**src/common/cbfm_defines.svh**
```systemverilog
// Purpose: Constants of the cell balancing flag and mask registers
// Assumes: 250 MHz system clock
// Notes: Included by the register bank, the checker, the host model and the testbench
`ifndef CBFM_DEFINES_SVH
`define CBFM_DEFINES_SVH

// Register byte addresses
`define CBFM_ADDR_FLAG 8'h2B
`define CBFM_ADDR_MASK 8'h2C

// Reset values
`define CBFM_FLAG_RST 8'h00
`define CBFM_MASK_RST 8'h00

// Enable bit positions in the flag register, event field width of both registers
`define CBFM_BIT_TOP_EN 7
`define CBFM_BIT_BOT_EN 6
`define CBFM_EVT_W 6

// I2C target address, value is arbitrary
`define CBFM_I2C_DEV_ADDR 7'h3C
`define CBFM_BITS_PER_BYTE 4'h8

// Interrupt pulse timing
`define CBFM_CLK_PERIOD_NS 4
`define CBFM_INT_PULSE_NS 1000
`define CBFM_INT_PULSE_CYC (`CBFM_INT_PULSE_NS / `CBFM_CLK_PERIOD_NS)

`endif

```
**src/common/cbfm_pkg.sv**
```systemverilog
// Purpose: Types of the cell balancing flag and mask registers
// Assumes: cbfm_defines.svh holds the numbers
// Notes: One-hot I2C target states
package cbfm_pkg;

  typedef enum logic [8:0]
  {
    CBFM_IDLE = 9'h001,
    CBFM_ADDR = 9'h002,
    CBFM_AACK = 9'h004,
    CBFM_PTR = 9'h008,
    CBFM_PACK = 9'h010,
    CBFM_WR = 9'h020,
    CBFM_WACK = 9'h040,
    CBFM_RD = 9'h080,
    CBFM_RACK = 9'h100
  } cbfm_state_t;

endpackage : cbfm_pkg

```
**src/cbfm_regs.sv**
```systemverilog
// Purpose: Cell balancing flag/control and mask registers behind an I2C target
// Assumes: SCL and SDA synchronous to clk_i; status inputs are levels
// Notes: Watchdog expiry has no path into these registers
`timescale 1ns/100ps
`include "cbfm_defines.svh"

// Contract
// - Top enable bit drives top discharge switch while auto_balance_enable_i is low
// - Bottom enable bit drives bottom discharge switch while auto_balance_enable_i is low
// - Balance entry or exit sets event flag
// - Constant-voltage flags set and stay latched
// - Over-voltage flags set and stay latched
// - Over-current flag sets and stays latched
// - Reading flags clears them unless condition persists
// - Balance event mask blocks its interrupt
// - Per-event masks block their interrupts
// - Mask reserved bits read zero, ignore writes
// - Flag register at 2Bh, resets zero
// - Mask register at 2Ch, resets zero
// - Balance active status edges feed event flag
module cbfm_regs
  import cbfm_pkg::*;
(
  // Clock and reset
  input wire logic clk_i,
  input wire logic rstn_i,
  // I2C pins
  input wire logic scl_i,
  input wire logic sda_i,
  output logic sda_o,
  output logic sda_oe_o,
  // Balancing status
  input wire logic balance_active_status_i,
  input wire logic upper_switch_constv_i,
  input wire logic lower_switch_constv_i,
  input wire logic upper_cell_overvolt_i,
  input wire logic lower_cell_overvolt_i,
  input wire logic balance_overcurrent_i,
  input wire logic auto_balance_enable_i,
  input wire logic reg_reset_i,
  // Outputs
  output logic top_discharge_switch_o,
  output logic bottom_discharge_switch_o,
  output logic int_n_o
);

  ////////////////////////////////////////////////////////////////////////////
  // Declarations
  cbfm_state_t state_r;
  cbfm_state_t state_nxt;
  logic scl_q_r;
  logic sda_q_r;
  logic [7:0] shift_r;
  logic [7:0] tx_r;
  logic [3:0] cnt_r;
  logic [7:0] ptr_r;
  logic rw_r;
  logic nack_r;
  logic sda_oe_r;
  logic [1:0] ctrl_r;
  logic [`CBFM_EVT_W-1:0] flag_r;
  logic [`CBFM_EVT_W-1:0] flag_nxt;
  logic [`CBFM_EVT_W-1:0] mask_r;
  logic [`CBFM_EVT_W-1:0] lvl_q_r;
  logic bal_q_r;
  logic [15:0] int_cnt_r;
  logic [15:0] int_cnt_nxt;
  logic int_n_r;
  logic top_sw_r;
  logic bot_sw_r;

  ////////////////////////////////////////////////////////////////////////////
  // Read decode
  function automatic logic [7:0] cbfm_read(input logic [7:0] a, input logic [1:0] c,
                                           input logic [`CBFM_EVT_W-1:0] f,
                                           input logic [`CBFM_EVT_W-1:0] m);
    logic [7:0] d;
    d = 8'h00;
    if (a == `CBFM_ADDR_FLAG)
    begin
      d = {c, f};
    end
    else if (a == `CBFM_ADDR_MASK)
    begin
      d = {2'h0, m};
    end
    return d;
  endfunction : cbfm_read

  ////////////////////////////////////////////////////////////////////////////
  // Bus pin conditions
  wire scl_rise = scl_i & ~scl_q_r;
  wire scl_fall = ~scl_i & scl_q_r;
  wire bus_start = scl_i & scl_q_r & sda_q_r & ~sda_i;
  wire bus_stop = scl_i & scl_q_r & ~sda_q_r & sda_i;
  wire byte_done = scl_fall & (cnt_r == `CBFM_BITS_PER_BYTE);
  wire addr_match = (shift_r[7:1] == `CBFM_I2C_DEV_ADDR);
  wire load_byte = scl_fall & ((state_r == CBFM_AACK & rw_r) | (state_r == CBFM_RACK & ~nack_r));
  wire [7:0] rd_data = cbfm_read(ptr_r, ctrl_r, flag_r, mask_r);
  wire wr_pulse = byte_done & (state_r == CBFM_WR);
  wire wr_flag = wr_pulse & (ptr_r == `CBFM_ADDR_FLAG);
  wire wr_mask = wr_pulse & (ptr_r == `CBFM_ADDR_MASK);
  wire rd_flag = load_byte & (ptr_r == `CBFM_ADDR_FLAG);

  ////////////////////////////////////////////////////////////////////////////
  // Event conditions
  wire bal_edge = balance_active_status_i ^ bal_q_r;
  wire [`CBFM_EVT_W-1:0] evt_lvl = {bal_edge, upper_switch_constv_i, lower_switch_constv_i,
                                    upper_cell_overvolt_i, lower_cell_overvolt_i, balance_overcurrent_i};
  wire [`CBFM_EVT_W-1:0] evt_new = {bal_edge, evt_lvl[`CBFM_EVT_W-2:0] & ~lvl_q_r[`CBFM_EVT_W-2:0]};
  wire irq_evt = |(evt_new & ~mask_r);

  ////////////////////////////////////////////////////////////////////////////
  // Next flags, set wins over read clear
  always_comb
  begin
    flag_nxt = (flag_r & ~{`CBFM_EVT_W{rd_flag}}) | evt_lvl;
    if (reg_reset_i)
    begin
      flag_nxt = `CBFM_EVT_W'(`CBFM_FLAG_RST);
    end
  end

  ////////////////////////////////////////////////////////////////////////////
  // Interrupt pulse length
  always_comb
  begin
    int_cnt_nxt = 16'h0000;
    if (irq_evt)
    begin
      int_cnt_nxt = 16'(`CBFM_INT_PULSE_CYC);
    end
    else if (int_cnt_r != 16'h0000)
    begin
      int_cnt_nxt = int_cnt_r - 16'h0001;
    end
  end

  ////////////////////////////////////////////////////////////////////////////
  // Target state sequence
  always_comb
  begin
    state_nxt = state_r;
    unique case (state_r)
      CBFM_IDLE: state_nxt = CBFM_IDLE;
      CBFM_ADDR: if (byte_done) state_nxt = addr_match ? CBFM_AACK : CBFM_IDLE;
      CBFM_AACK: if (scl_fall) state_nxt = rw_r ? CBFM_RD : CBFM_PTR;
      CBFM_PTR: if (byte_done) state_nxt = CBFM_PACK;
      CBFM_PACK: if (scl_fall) state_nxt = CBFM_WR;
      CBFM_WR: if (byte_done) state_nxt = CBFM_WACK;
      CBFM_WACK: if (scl_fall) state_nxt = CBFM_WR;
      CBFM_RD: if (byte_done) state_nxt = CBFM_RACK;
      CBFM_RACK: if (scl_fall) state_nxt = nack_r ? CBFM_IDLE : CBFM_RD;
      default: state_nxt = CBFM_IDLE;
    endcase
    if (bus_start)
    begin
      state_nxt = CBFM_ADDR;
    end
    else if (bus_stop)
    begin
      state_nxt = CBFM_IDLE;
    end
  end

  ////////////////////////////////////////////////////////////////////////////
  // Bus side registers
  always_ff @(posedge clk_i or negedge rstn_i)
  begin
    if (!rstn_i)
    begin
      state_r <= CBFM_IDLE;
      scl_q_r <= 1'b1;
      sda_q_r <= 1'b1;
    end
    else
    begin
      state_r <= state_nxt;
      scl_q_r <= scl_i;
      sda_q_r <= sda_i;
    end
  end

  always_ff @(posedge clk_i or negedge rstn_i)
  begin
    if (!rstn_i)
    begin
      cnt_r <= 4'h0;
      shift_r <= 8'h00;
    end
    else if (bus_start | (state_nxt != state_r))
    begin
      cnt_r <= 4'h0;
    end
    else if (scl_rise)
    begin
      cnt_r <= cnt_r + 4'h1;
      shift_r <= {shift_r[6:0], sda_i};
    end
  end

  always_ff @(posedge clk_i or negedge rstn_i)
  begin
    if (!rstn_i)
    begin
      rw_r <= 1'b0;
      nack_r <= 1'b0;
      ptr_r <= 8'h00;
    end
    else
    begin
      if (byte_done & (state_r == CBFM_ADDR))
      begin
        rw_r <= shift_r[0];
      end
      if (scl_rise & (state_r == CBFM_RACK))
      begin
        nack_r <= sda_i;
      end
      if (byte_done & (state_r == CBFM_PTR))
      begin
        ptr_r <= shift_r;
      end
      else if (load_byte | wr_pulse)
      begin
        ptr_r <= ptr_r + 8'h01;
      end
    end
  end

  // Data pin drive: ack slots and read bits
  always_ff @(posedge clk_i or negedge rstn_i)
  begin
    if (!rstn_i)
    begin
      sda_oe_r <= 1'b0;
      tx_r <= 8'h00;
    end
    else if (bus_start | bus_stop)
    begin
      sda_oe_r <= 1'b0;
    end
    else if (load_byte)
    begin
      tx_r <= {rd_data[6:0], 1'b0};
      sda_oe_r <= ~rd_data[7];
    end
    else if (byte_done)
    begin
      sda_oe_r <= (state_r != CBFM_RD) & ((state_r != CBFM_ADDR) | addr_match);
    end
    else if (scl_fall & (state_r == CBFM_RD))
    begin
      tx_r <= {tx_r[6:0], 1'b0};
      sda_oe_r <= ~tx_r[7];
    end
    else if (scl_fall)
    begin
      sda_oe_r <= 1'b0;
    end
  end

  ////////////////////////////////////////////////////////////////////////////
  // Register bank
  always_ff @(posedge clk_i or negedge rstn_i)
  begin
    if (!rstn_i)
    begin
      ctrl_r <= 2'h0;
      flag_r <= `CBFM_EVT_W'(`CBFM_FLAG_RST);
      mask_r <= `CBFM_EVT_W'(`CBFM_MASK_RST);
    end
    else
    begin
      flag_r <= flag_nxt;
      if (reg_reset_i)
      begin
        ctrl_r <= 2'h0;
        mask_r <= `CBFM_EVT_W'(`CBFM_MASK_RST);
      end
      else
      begin
        if (wr_flag)
        begin
          ctrl_r <= shift_r[`CBFM_BIT_TOP_EN:`CBFM_BIT_BOT_EN];
        end
        if (wr_mask)
        begin
          mask_r <= shift_r[`CBFM_EVT_W-1:0];
        end
      end
    end
  end

  ////////////////////////////////////////////////////////////////////////////
  // Event history, interrupt and switch outputs
  always_ff @(posedge clk_i or negedge rstn_i)
  begin
    if (!rstn_i)
    begin
      lvl_q_r <= '0;
      bal_q_r <= 1'b0;
      int_cnt_r <= 16'h0000;
      int_n_r <= 1'b1;
      top_sw_r <= 1'b0;
      bot_sw_r <= 1'b0;
    end
    else
    begin
      lvl_q_r <= evt_lvl;
      bal_q_r <= balance_active_status_i;
      int_cnt_r <= int_cnt_nxt;
      int_n_r <= (int_cnt_nxt == 16'h0000);
      top_sw_r <= ctrl_r[1] & ~auto_balance_enable_i;
      bot_sw_r <= ctrl_r[0] & ~auto_balance_enable_i;
    end
  end

  assign sda_o = 1'b0;
  assign sda_oe_o = sda_oe_r;
  assign int_n_o = int_n_r;
  assign top_discharge_switch_o = top_sw_r;
  assign bottom_discharge_switch_o = bot_sw_r;

endmodule : cbfm_regs

```
**config.mk**
```make
export PLATFORM = sky130hd
export DESIGN_NAME = cbfm_regs
export DESIGN_NICKNAME = d
export VERILOG_FILES = /design/src/common/cbfm_pkg.sv /design/src/cbfm_regs.sv
export VERILOG_INCLUDE_DIRS = /design/src /design/src/common
export SDC_FILE = /design/constraint.sdc
export NUM_CORES = 1
export LEC_CHECK = 0
export ABC_AREA = 1
export BUFFER_PORTS_ARGS = -buffer_cell sky130_fd_sc_hd__clkbuf_2
export CAP_MARGIN = 10
export CELL_PAD_IN_SITES_DETAIL_PLACEMENT = 1
export CELL_PAD_IN_SITES_GLOBAL_PLACEMENT = 1
export CORE_AREA = 3 3 110 112
export DETAILED_ROUTE_END_ITERATION = 6
export DIE_AREA = 0 0 113 115
export GPL_ROUTABILITY_DRIVEN = 0
export PLACE_DENSITY = 0.78
export SLEW_MARGIN = 40
export SYNTH_ARGS = -nofsm -noshare
export SYNTH_HDL_FRONTEND = slang
export SYNTH_SLANG_ARGS = --single-unit
```
**constraint.sdc**
```tcl
create_clock -name clk_i -period 2.3 [get_ports clk_i]
set_clock_uncertainty 0.15 [all_clocks]
set_input_delay 0.115 -clock clk_i [delete_from_list [all_inputs] [get_ports clk_i]]
set_output_delay 0.115 -clock clk_i [all_outputs]
set_load 0.01 [all_outputs]
```
==> results of run 1 <==
-- per-stage QoR --
step,util [%],hold slack [ps]
finish,57.0,173
global placement,47.8,0.879
detailed placement,47.8,6.77
global route,57.0,233
floorplan,-,-331
CTS,53.5,184
-- metal layers --
layer | wire, um | GRT usage [%]
met2 | 9130 | 43.4
met1 | 7540 | 31.0
met4 | 629 | 10.5
met5 | 0 | 0
met3 | 735 | 4.00
-- where the power goes --
part           switching, mW  internal (mW)
Sequential            0.0489           1.47
Combinational          0.281          0.180
Clock                  0.615          0.958
-- layout make-up --
class,instances,share of cell area [%]
Clock buffer,10,3.55
Clock inverter,6,1.40
Inverter,88,5.29
Multi-Input combinational cell,453,41.2
Sequential cell,80,31.1
Tap cell,143,2.77
Timing Repair Buffer,119,14.5
Timing Repair inverter,1,0.116
-- cell usage in the layout (no fill, tap or decap), types with 19 or more instances in the layout --
| master | instances |
|---|---|
| dfrtp_1 | 74 |
| inv_2 | 19 |
| nand2_2 | 21 |
| nand3_1 | 37 |
| inv_1 | 64 |
| a21oi_1 | 20 |
| nor2_1 | 65 |
| o21ai_0 | 20 |
| buf_4 | 81 |
| nand2_1 | 136 |
-- final timing paths --
check | to | slack [ps] | depth (start not counted) | from
min in group clk_i | lvl_q_r[2] | 280 | 2 | upper_cell_overvolt_i
setup reg to reg | shift_r[2] | -190 | 15 | state_r[4]
setup / recovery | shift_r[2] | -190 | 15 | state_r[4]
hold reg to reg | int_cnt_r[0] | 340 | 1 | int_cnt_r[0]
hold / removal | int_cnt_r[2] | 170 | 2 | rstn_i
max in group asynchronous | sda_q_r | 1050 | 3 | rstn_i
-- sequential cells by signal (all words and copies together), names as in the netlist --
name and cells:
bal_q_r 1, bottom_discharge_switch_o 1, cnt_r 4, ctrl_r 2
flag_r 6, int_cnt_r 16, int_n_o 1, lvl_q_r 5
mask_r 6, nack_r 1, ptr_r 8, rw_r 1
scl_q_r 1, sda_oe_o 1, sda_q_r 1, shift_r 8
state_r 9, top_discharge_switch_o 1, tx_r 7
-- cell families after synthesis --
| logic type | count (synthesis) | synth area share, % |
|---|---|---|
| other | 1 | 0.0805 |
| XOR/XNOR | 15 | 2.82 |
| AO/OA/AOI/OAI | 75 | 8.84 |
| AND/OR/NAND/NOR | 356 | 35.3 |
| adder cells (fa/ha/maj) | 6 | 1.61 |
| flip-flops | 80 | 43.1 |
| buffers and inverters | 97 | 8.30 |
-- what timing repair did --
action	4_1_cts	5_1_grt
hold buffers	11	0
endpoints found under the hold margin	59	0
endpoints found under the setup margin	14	37
cloned	0	1
pin swaps	13	36
setup buffers	13	8
resized for setup	32	102
-- worst max-delay path, cell delays in order, from the launching register on --
cell     delay (ps)
dfrtp_1         430
buf_4           160
inv_2            90
nand2_1          70
nor2_1          100
nand2_1          90
nor2_2          130
nand2_1          90
nand3_1         120
nand3_1         110
a21oi_2         220
nand2_1         110
nor2_2          170
nand4_4         180
nand2_1         120
nand2_1          60
==> out/metrics.cfg, run 1 <==
[outcome]
status = finished, violations left
violations = negative setup slack

[die]
die_w_um = 113
die_h_um = 115
die-area_um2 = 13000
coreArea_um2 = 11300
io_pins = 17
rows = 39
start_util_pct = 41.1

[clocking]
clkTransAtPathRegs_ps = 60
clock-sinks = 80
clk_latency_ps = 340
htree_num_levels = 3
cts_tree = yes
cts_root_buf = clkbuf_16
cts_buffer_depth = 2
cts_buffers = 9

[setup_path]
cp.arrival_ps = 2570
crit_path_start_kind = flop
cp-end-kind = flop
path_class = flop to flop
worst_ep_required_time_ps = 2380
cp_max_fo = 8

[routing]
firstDrtPassIters = 5
routedWlPerCell_um = 20.0
vias = 5001
first_iter_violations = 275
ant_nets = 0
drc = 0
routed_wl_mm = 18.0
vias_per_cell = 5.56

[finish]
stdcell_area_um2 = 6460
diodes = 0
area_growth_pct = 38.6
multi_input_area_um2 = 2660
nFillCells = 1386
stdcell_count = 900
regArea_um2 = 2010
layout-drive-gt1-share_pct = 33.0
nets = 770

[timing]
fmax_mhz = 401
min_period_over_period_pct = 108
drv_slew = 0
hold_viol_final = 0
setup_ws_ps = -191
worst_pin_slew_ps = 703
period_needed_ps = 2490
maxSlewHeadroom_pct = 52.9
setup_tns_ps = -2010
setup_viol = 19
rsz0062_at_grt = yes

[global_routing]
antenna_found_initial = 0
grt_pass1_vias = 5176
grt.overflow.total = 0
grt_pass1_wl_mm = 25.8
grt_max_degree = 46
track_usage_pct = 25.0

[synthesis]
synth.most_common_cell = nand2_1
netlist_area_um2 = 4660
synthCells = 630
seq_area_frac_synth_pct = 43.1
synth_cell_type_count = 40
synth.area.top_cells = dfrtp_1 41%, nand2_1 13%, nor2_1 6.9%
ys_seq_elements = 80
async_flop_share_pct = 100
synth_top_area_share_pct = 40.8
synth_warnings = 0
synth_edf_count = 0
yosysTopAreaCell = dfrtp_1
synth_flop_cell = dfrtp_1
syn_avg_cell_area_um2 = 7.39
ys_top_cells_by_count = 158 x nand2_1, 86 x nor2_1, 76 x dfrtp_1, 73 x inv_1, 45 x nand3_1
synth_nets = 648

[place]
dp_slack_ps = -236
place_hpwl_mm = 10.9
dp.cells = 852
port_buffers = 15
post_dp_cell_area_um2 = 5410

[run]
drv_cap = 0

[worst_hold_path]
hold_class = input pin to async pin

[pwr]
ir_drop_uv = 428
p_total_mw = 3.56
power_density_nw_per_um2 = 551
total_leakage_power_nw = 3.12

No activity file was read; power rests on OpenSTA's default activity.
==> inputs of run 2 (changes only) <==
--- a/config.mk
+++ b/config.mk
@@ -15,6 +15,7 @@
 export DETAILED_ROUTE_END_ITERATION = 6
 export DIE_AREA = 0 0 113 115
 export GPL_ROUTABILITY_DRIVEN = 0
+export MAX_ROUTING_LAYER = met4
 export PLACE_DENSITY = 0.78
 export SLEW_MARGIN = 40
 export SYNTH_ARGS = -nofsm -noshare
==> out/metrics.cfg, run 2 (synthesis results as in run 1) <==
[outcome]
status = finished, violations left
violations = negative setup slack

[routing]
firstDrtPassIters = 5  ; unchanged
ant_nets = 0  ; unchanged
routed_wl_mm = 18.0  ; -0.30%
routedWlPerCell_um = 20.0  ; -0.30%
first_iter_violations = 255  ; -7.3%
vias_per_cell = 5.54  ; -0.22%
vias = 4990  ; -0.22%
drc = 0  ; unchanged

[global_routing]
antenna_found_initial = 0  ; unchanged
grt_pass1_wl_mm = 25.9  ; about the same
grt_pass1_vias = 5182  ; +0.12%
grt.overflow.total = 0  ; unchanged
track_usage_pct = 25.8  ; +0.79 points
grt_max_degree = 46  ; unchanged

[place]
port_buffers = 15  ; unchanged
dp_slack_ps = -236  ; unchanged
place_hpwl_mm = 10.9  ; unchanged
post_dp_cell_area_um2 = 5410  ; unchanged
dp.cells = 852  ; unchanged

[finish]
top_regs = int_cnt_r (16), state_r (9)
layout_commonest_cell = nand2_1
nets = 770  ; unchanged
stdcell_count = 900  ; unchanged
final_cell_mix = 136 x nand2_1, 81 x buf_4, 74 x dfrtp_1
largest_reg_flops = 16  ; unchanged
layout-drive-gt1-share_pct = 33.2  ; +0.13 points
utilization_pct = 57.1  ; about the same
area_growth_pct = 38.7  ; about the same
stdcell_area_um2 = 6460  ; about the same
regMostFlops = int_cnt_r
diodes = 0  ; unchanged

[timing]
maxSlewHeadroom_pct = 52.5  ; -0.39 points
setup_viol = 20  ; +1
min_period_over_period_pct = 107  ; -1.2 points
fmax_mhz = 406  ; +1.1%
setup_tns_ps = -1740  ; +277 ps
rsz0062_at_grt = yes
period_needed_ps = 2460  ; -28.2 ps
worst_pin_slew_ps = 709  ; +5.89 ps
setup_ws_ps = -163  ; +28.2 ps
hold_ws_ps = 170  ; -3.65 ps
hold_viol_final = 0  ; unchanged
drv_slew = 0  ; unchanged

[die]
coreArea_um2 = 11300  ; unchanged
start_util_pct = 41.1  ; unchanged
rows = 39  ; unchanged
die_h_um = 115  ; unchanged
io_pins = 17  ; unchanged
die_w_um = 113  ; unchanged
die-area_um2 = 13000  ; unchanged

[clocking]
clkTransAtPathRegs_ps = 60  ; about the same
cts_buffer_depth = 2  ; unchanged
cts_buffers = 9  ; unchanged
clock-sinks = 80  ; unchanged
cts_root_buf = clkbuf_16
htree_num_levels = 3  ; unchanged
cts_tree = yes
clk_latency_ps = 340  ; about the same

[pwr]
power_density_nw_per_um2 = 550  ; about the same
ir_drop_uv = 422  ; -1.4%
p_total_mw = 3.55  ; about the same
p_clk_share_pct = 44.3  ; about the same
pwr-share-seq_pct = 42.8  ; about the same
p_sw_mw = 0.943  ; -0.13%
combPwrFrac_pct = 12.9  ; about the same
switching_share_pct = 26.5  ; about the same
power.internal_mw = 2.61  ; about the same
total_leakage_power_nw = 3.12  ; about the same

[setup_path]
cp-endpoint = shift_r[2]
startpoint = state_r[4]
r2r_end = shift_r[2]
r2r_cells = 15  ; unchanged
cp-end-kind = flop
r2r_setup_slack_ps = -160  ; +30 ps
cp.arrival_ps = 2540  ; -30 ps
cp_max_fo = 8  ; unchanged
r2r_start = state_r[4]
worst_ep_required_time_ps = 2380  ; about the same
path_class = flop to flop
crit_path_start_kind = flop

[worst_hold_path]
hold_class = input pin to async pin

[run]
drv_cap = 0  ; unchanged

run 2: cell types whose count changed in the layout (fill, tap and decap cells not counted):
cell     before  now
a21oi_2       5    6
a21oi_1      20   19
run 2: how the worst min path moves through the flow:
| stage | endpoint | startpoint |
|---|---|---|
| after floorplan | bal_q_r | rstn_i |
| after global placement | int_cnt_r[2] | rstn_i |
| after detailed placement | int_cnt_r[13] | rstn_i |
| after CTS | int_cnt_r[13] | rstn_i |
| after global routing | int_cnt_r[2] | rstn_i |
| final | int_cnt_r[2] | rstn_i |
run 2: power by group through the flow:
stage	clock network, mW	logic [mW]	registers (mW)
detailed placement	0	0.368	1.54
global route	1.65	0.501	1.53
finish	1.57	0.458	1.52
floorplan	0	0.167	1.54
global placement	0	0.354	1.54
CTS	1.59	0.405	1.52
run 2: layout make-up:
cell class | count | area, um^2
clock inverters | 6 | 90.1
fillers | 1384 | 4860
repair buffers | 119 | 937
clock buffers | 10 | 229
flip-flops and latches | 80 | 2010
repair inverters | 1 | 7.51
inverters | 88 | 342
well taps | 143 | 179
multi-input cells | 453 | 2670
run 2: layer usage:
layer / global-route usage [%] / share of wire [%] / vias up
li1: - / - / 2275
met1: 30.9 / 40 / 2493
met2: 43.5 / 51 / 169
met3: 4.00 / 5.2 / 53
met4: 10.7 / 3.6 / 0
met5: - / 0 / -
run 2: what timing repair did:
item	CTS	global route
buffers inserted	13	8
setup endpoints to repair	14	37
gates cloned	0	1
hold endpoints to repair	59	0
resized for setup	32	103
pin swaps	13	36
hold buffers	11	0
run 2: worst max-delay path, stage by stage (launching register included):
cell and delay, ps:
dfrtp_1 430, buf_4 160, inv_2 90, nand2_1 70, nor2_1 100, nand2_1 90, nor2_2 120, nand2_1 90
nand3_1 110, nand3_1 110, a21oi_2 220, nand2_1 110, nor2_2 160, nand4_4 170, nand2_1 120, nand2_1 60
==> inputs of run 3 (changes only) <==
--- a/config.mk
+++ b/config.mk
@@ -6,17 +6,16 @@
 export SDC_FILE = /design/constraint.sdc
 export NUM_CORES = 1
 export LEC_CHECK = 0
-export ABC_AREA = 1
 export BUFFER_PORTS_ARGS = -buffer_cell sky130_fd_sc_hd__clkbuf_2
 export CAP_MARGIN = 10
 export CELL_PAD_IN_SITES_DETAIL_PLACEMENT = 1
 export CELL_PAD_IN_SITES_GLOBAL_PLACEMENT = 1
-export CORE_AREA = 3 3 110 112
+export CORE_AREA = 3 3 103 105
 export DETAILED_ROUTE_END_ITERATION = 6
-export DIE_AREA = 0 0 113 115
+export DIE_AREA = 0 0 106 108
 export GPL_ROUTABILITY_DRIVEN = 0
 export MAX_ROUTING_LAYER = met4
-export PLACE_DENSITY = 0.78
+export PLACE_DENSITY = 0.79
 export SLEW_MARGIN = 40
 export SYNTH_ARGS = -nofsm -noshare
 export SYNTH_HDL_FRONTEND = slang
==> out/metrics.cfg, run 3 <==
[outcome]
status = finished, violations left
violations = negative setup slack

[setup_path]
crit_path_start_kind = flop
cp-end-kind = flop
worst_ep_required_time_ps = 2410  ; +30 ps
critPathTopFamily = compound AO/OA/AOI/OAI gates
cp_max_fo = 8  ; unchanged
cp.arrival_ps = 3300  ; +760 ps
cp_num_buf_inv = 2  ; unchanged
slowest_stage = a2111oi_4
crit_path_frequent_cell = buf_4
path_class = flop to flop
path_cells = buf_4 -> nor4_4 -> buf_4 -> nand3_1 -> o32a_1 -> o21ai_1 -> nand4_1 -> a2111oi_4 -> nand3_4 -> mux2_4
slowest_delay_ps = 480  ; +50 ps

[timing]
min_period_over_period_pct = 138  ; +31 points
period_needed_ps = 3180  ; +720 ps
rsz0062_at_grt = yes
drv_slew = 0  ; unchanged
fmax_mhz = 314  ; -23%
setup_ws_ps = -883  ; -720 ps
worst_pin_slew_ps = 663  ; -45.8 ps
hold_viol_final = 0  ; unchanged
hold_ws_ps = 136  ; -34.0 ps
maxSlewHeadroom_pct = 55.8  ; +3.2 points
setup_viol = 50  ; +150%

[clocking]
clock-sinks = 80  ; unchanged
cts_buffer_depth = 2  ; unchanged
clkTransAtPathRegs_ps = 120  ; +60 ps
htree_num_levels = 3  ; unchanged
cts_buffers = 9  ; unchanged
clk_latency_ps = 400  ; +60 ps
cts_tree = yes
cts_root_buf = clkbuf_8

[synthesis]
synth.area.top_cells = dfrtp_1 44%, nor2_1 5.2%, a21oi_1 3.8%
synth_nets = 474  ; -27%
synth_warnings = 0  ; unchanged
synth_top_family_by_area = simple AND/OR/NAND/NOR gates
ys_top_cells_by_count = 76 x dfrtp_1, 60 x nor2_1, 33 x a21oi_1, 32 x o21ai_0, 30 x nand2_1
ys_seq_elements = 80  ; unchanged
seq_area_frac_synth_pct = 46.6  ; +3.5 points
synthCells = 456  ; -28%
syn_avg_cell_area_um2 = 9.45  ; +28%
synth.most_common_cell = dfrtp_1
muxShareOfSynthArea_pct = 4.73  ; +4.7 points
synth_simple_gate_area_share_pct = 24.0  ; -11 points
synth_top_area_share_pct = 44.1  ; +3.3 points
synth_adder_area_share_pct = 1.74  ; +0.13 points
yosysTopAreaCell = dfrtp_1
synth_flop_cell = dfrtp_1
synth_edf_count = 0  ; unchanged
async_flop_share_pct = 100  ; unchanged
netlist_area_um2 = 4310  ; -7.5%
synth_compound_area_share_pct = 14.5  ; +5.6 points
synth_xor_area_share_pct = 5.69  ; +2.9 points
synth_cell_type_count = 62  ; +55%

[die]
io_pins = 17  ; unchanged
die_h_um = 108  ; -6.1%
rows = 36  ; -7.7%
die_w_um = 106  ; -6.2%
die-area_um2 = 11400  ; -12%
coreArea_um2 = 9730  ; -14%
start_util_pct = 44.3  ; +3.2 points

[worst_hold_path]
hold_class = input pin to async pin

[place]
place_hpwl_mm = 10.3  ; -5.4%
port_buffers = 15  ; unchanged
dp_slack_ps = -782  ; -546 ps

[finish]
final_cell_mix = 129 x buf_4, 69 x dfrtp_1, 47 x nor2_1
largest_reg_flops = 16  ; unchanged
top_regs = int_cnt_r (16), state_r (9)
nets = 638  ; -17%
layout-drive-gt1-share_pct = 48.5  ; +15 points
layout_commonest_cell = buf_4
area_growth_pct = 52.9
regMostFlops = int_cnt_r

[routing]
routed_wl_mm = 22.2  ; +24%
drc = 0  ; unchanged
vias_per_cell = 6.40  ; +15%
vias = 4855  ; -2.7%
routedWlPerCell_um = 29.3  ; +46%
first_iter_violations = 390  ; +53%
firstDrtPassIters = 7  ; +2
ant_nets = 0  ; unchanged

[global_routing]
track_usage_pct = 34.2  ; +8.4 points
grt_pass1_wl_mm = 28.6  ; +11%
antenna_found_initial = 1  ; +1
grt_pass1_vias = 4979  ; -3.9%
grt_max_degree = 48  ; +4.3%
grt.overflow.total = 0  ; unchanged

[pwr]
p_clk_share_pct = 37.5  ; -6.8 points
switching_share_pct = 30.6  ; +4.1 points
power_density_nw_per_um2 = 528  ; -4.1%
total_leakage_power_nw = 2.87  ; -8.3%
ir_drop_uv = 519  ; +23%
combPwrFrac_pct = 17.0  ; +4.1 points
p_sw_mw = 1.06  ; +13%
power.internal_mw = 2.41  ; -7.6%
pwr-share-seq_pct = 45.5  ; +2.7 points

[run]
drv_cap = 0  ; unchanged

==> run 3: path summary, 6_finish.rpt <==
check,endpoint,startpoint,cells after the start,slack [ps]
setup / recovery,shift_r[5],state_r[2],10,-880
hold / removal,state_r[8],rstn_i,2,140
setup reg to reg,shift_r[5],state_r[2],10,-880
hold reg to reg,tx_r[6],tx_r[6],2,400
max in group asynchronous,int_n_o,rstn_i,3,1120
min in group clk_i,state_r[8],scl_i,5,170
==> run 3: cell families after synthesis <==
kind of cell	count (synthesis)
AND/OR/NAND/NOR	193
AO/OA/AOI/OAI	99
other	1
buffers and inverters	30
adder cells (fa/ha/maj)	6
XOR/XNOR	28
multiplexers	19
flip-flops	80
==> run 3: metrics by stage <==
| step | std cells | cell area (um^2) | power [mW] | util [%] | TNS (ps) |
|---|---|---|---|---|---|
| after floorplan | 456 | 4380 | 1.76 | - | -4820 |
| after global placement | 700 | 5400 | 2.00 | 55.5 | -14430 |
| after detailed placement | 700 | 5400 | 2.04 | 55.5 | -19590 |
| after CTS | 746 | 6140 | 3.28 | 63.1 | -13390 |
| after global routing | 759 | 6590 | 3.55 | 67.7 | -24690 |
| final | 759 | 6590 | 3.48 | 67.7 | -21530 |
==> run 3: timing repair <==
item,4_1_cts,5_1_grt
hold endpoints to repair,66,0
resized for setup,66,99
pin swaps,17,46
hold buffers,11,0
setup endpoints to repair,48,51
setup buffers,20,23
==> run 3: power by group through the flow <==
stage | clock, mW | combinational [mW] | sequential, mW
CTS | 1.23 | 0.495 | 1.55
floorplan | 0 | 0.167 | 1.59
detailed placement | 0 | 0.465 | 1.58
global route | 1.35 | 0.614 | 1.59
finish | 1.30 | 0.592 | 1.58
global placement | 0 | 0.427 | 1.57
==> run 3: layout make-up <==
cell class              count  area, um^2
repair buffers            173        1380
clock inverters             6        91.3
well taps                 133         166
inverters                  10        37.5
diodes                      1        2.50
flip-flops and latches     80        2020
multi-input cells         346        2760
fillers                  1051        3140
clock buffers              10         138
==> run 3: per-layer routing <==
layer	routed length [um]	GRT usage, %	vias up
met5	0	-	-
met4	1710	21.4	0
met3	1440	5.97	151
met2	11100	58.7	317
met1	7940	37.0	2429
li1	-	-	1958
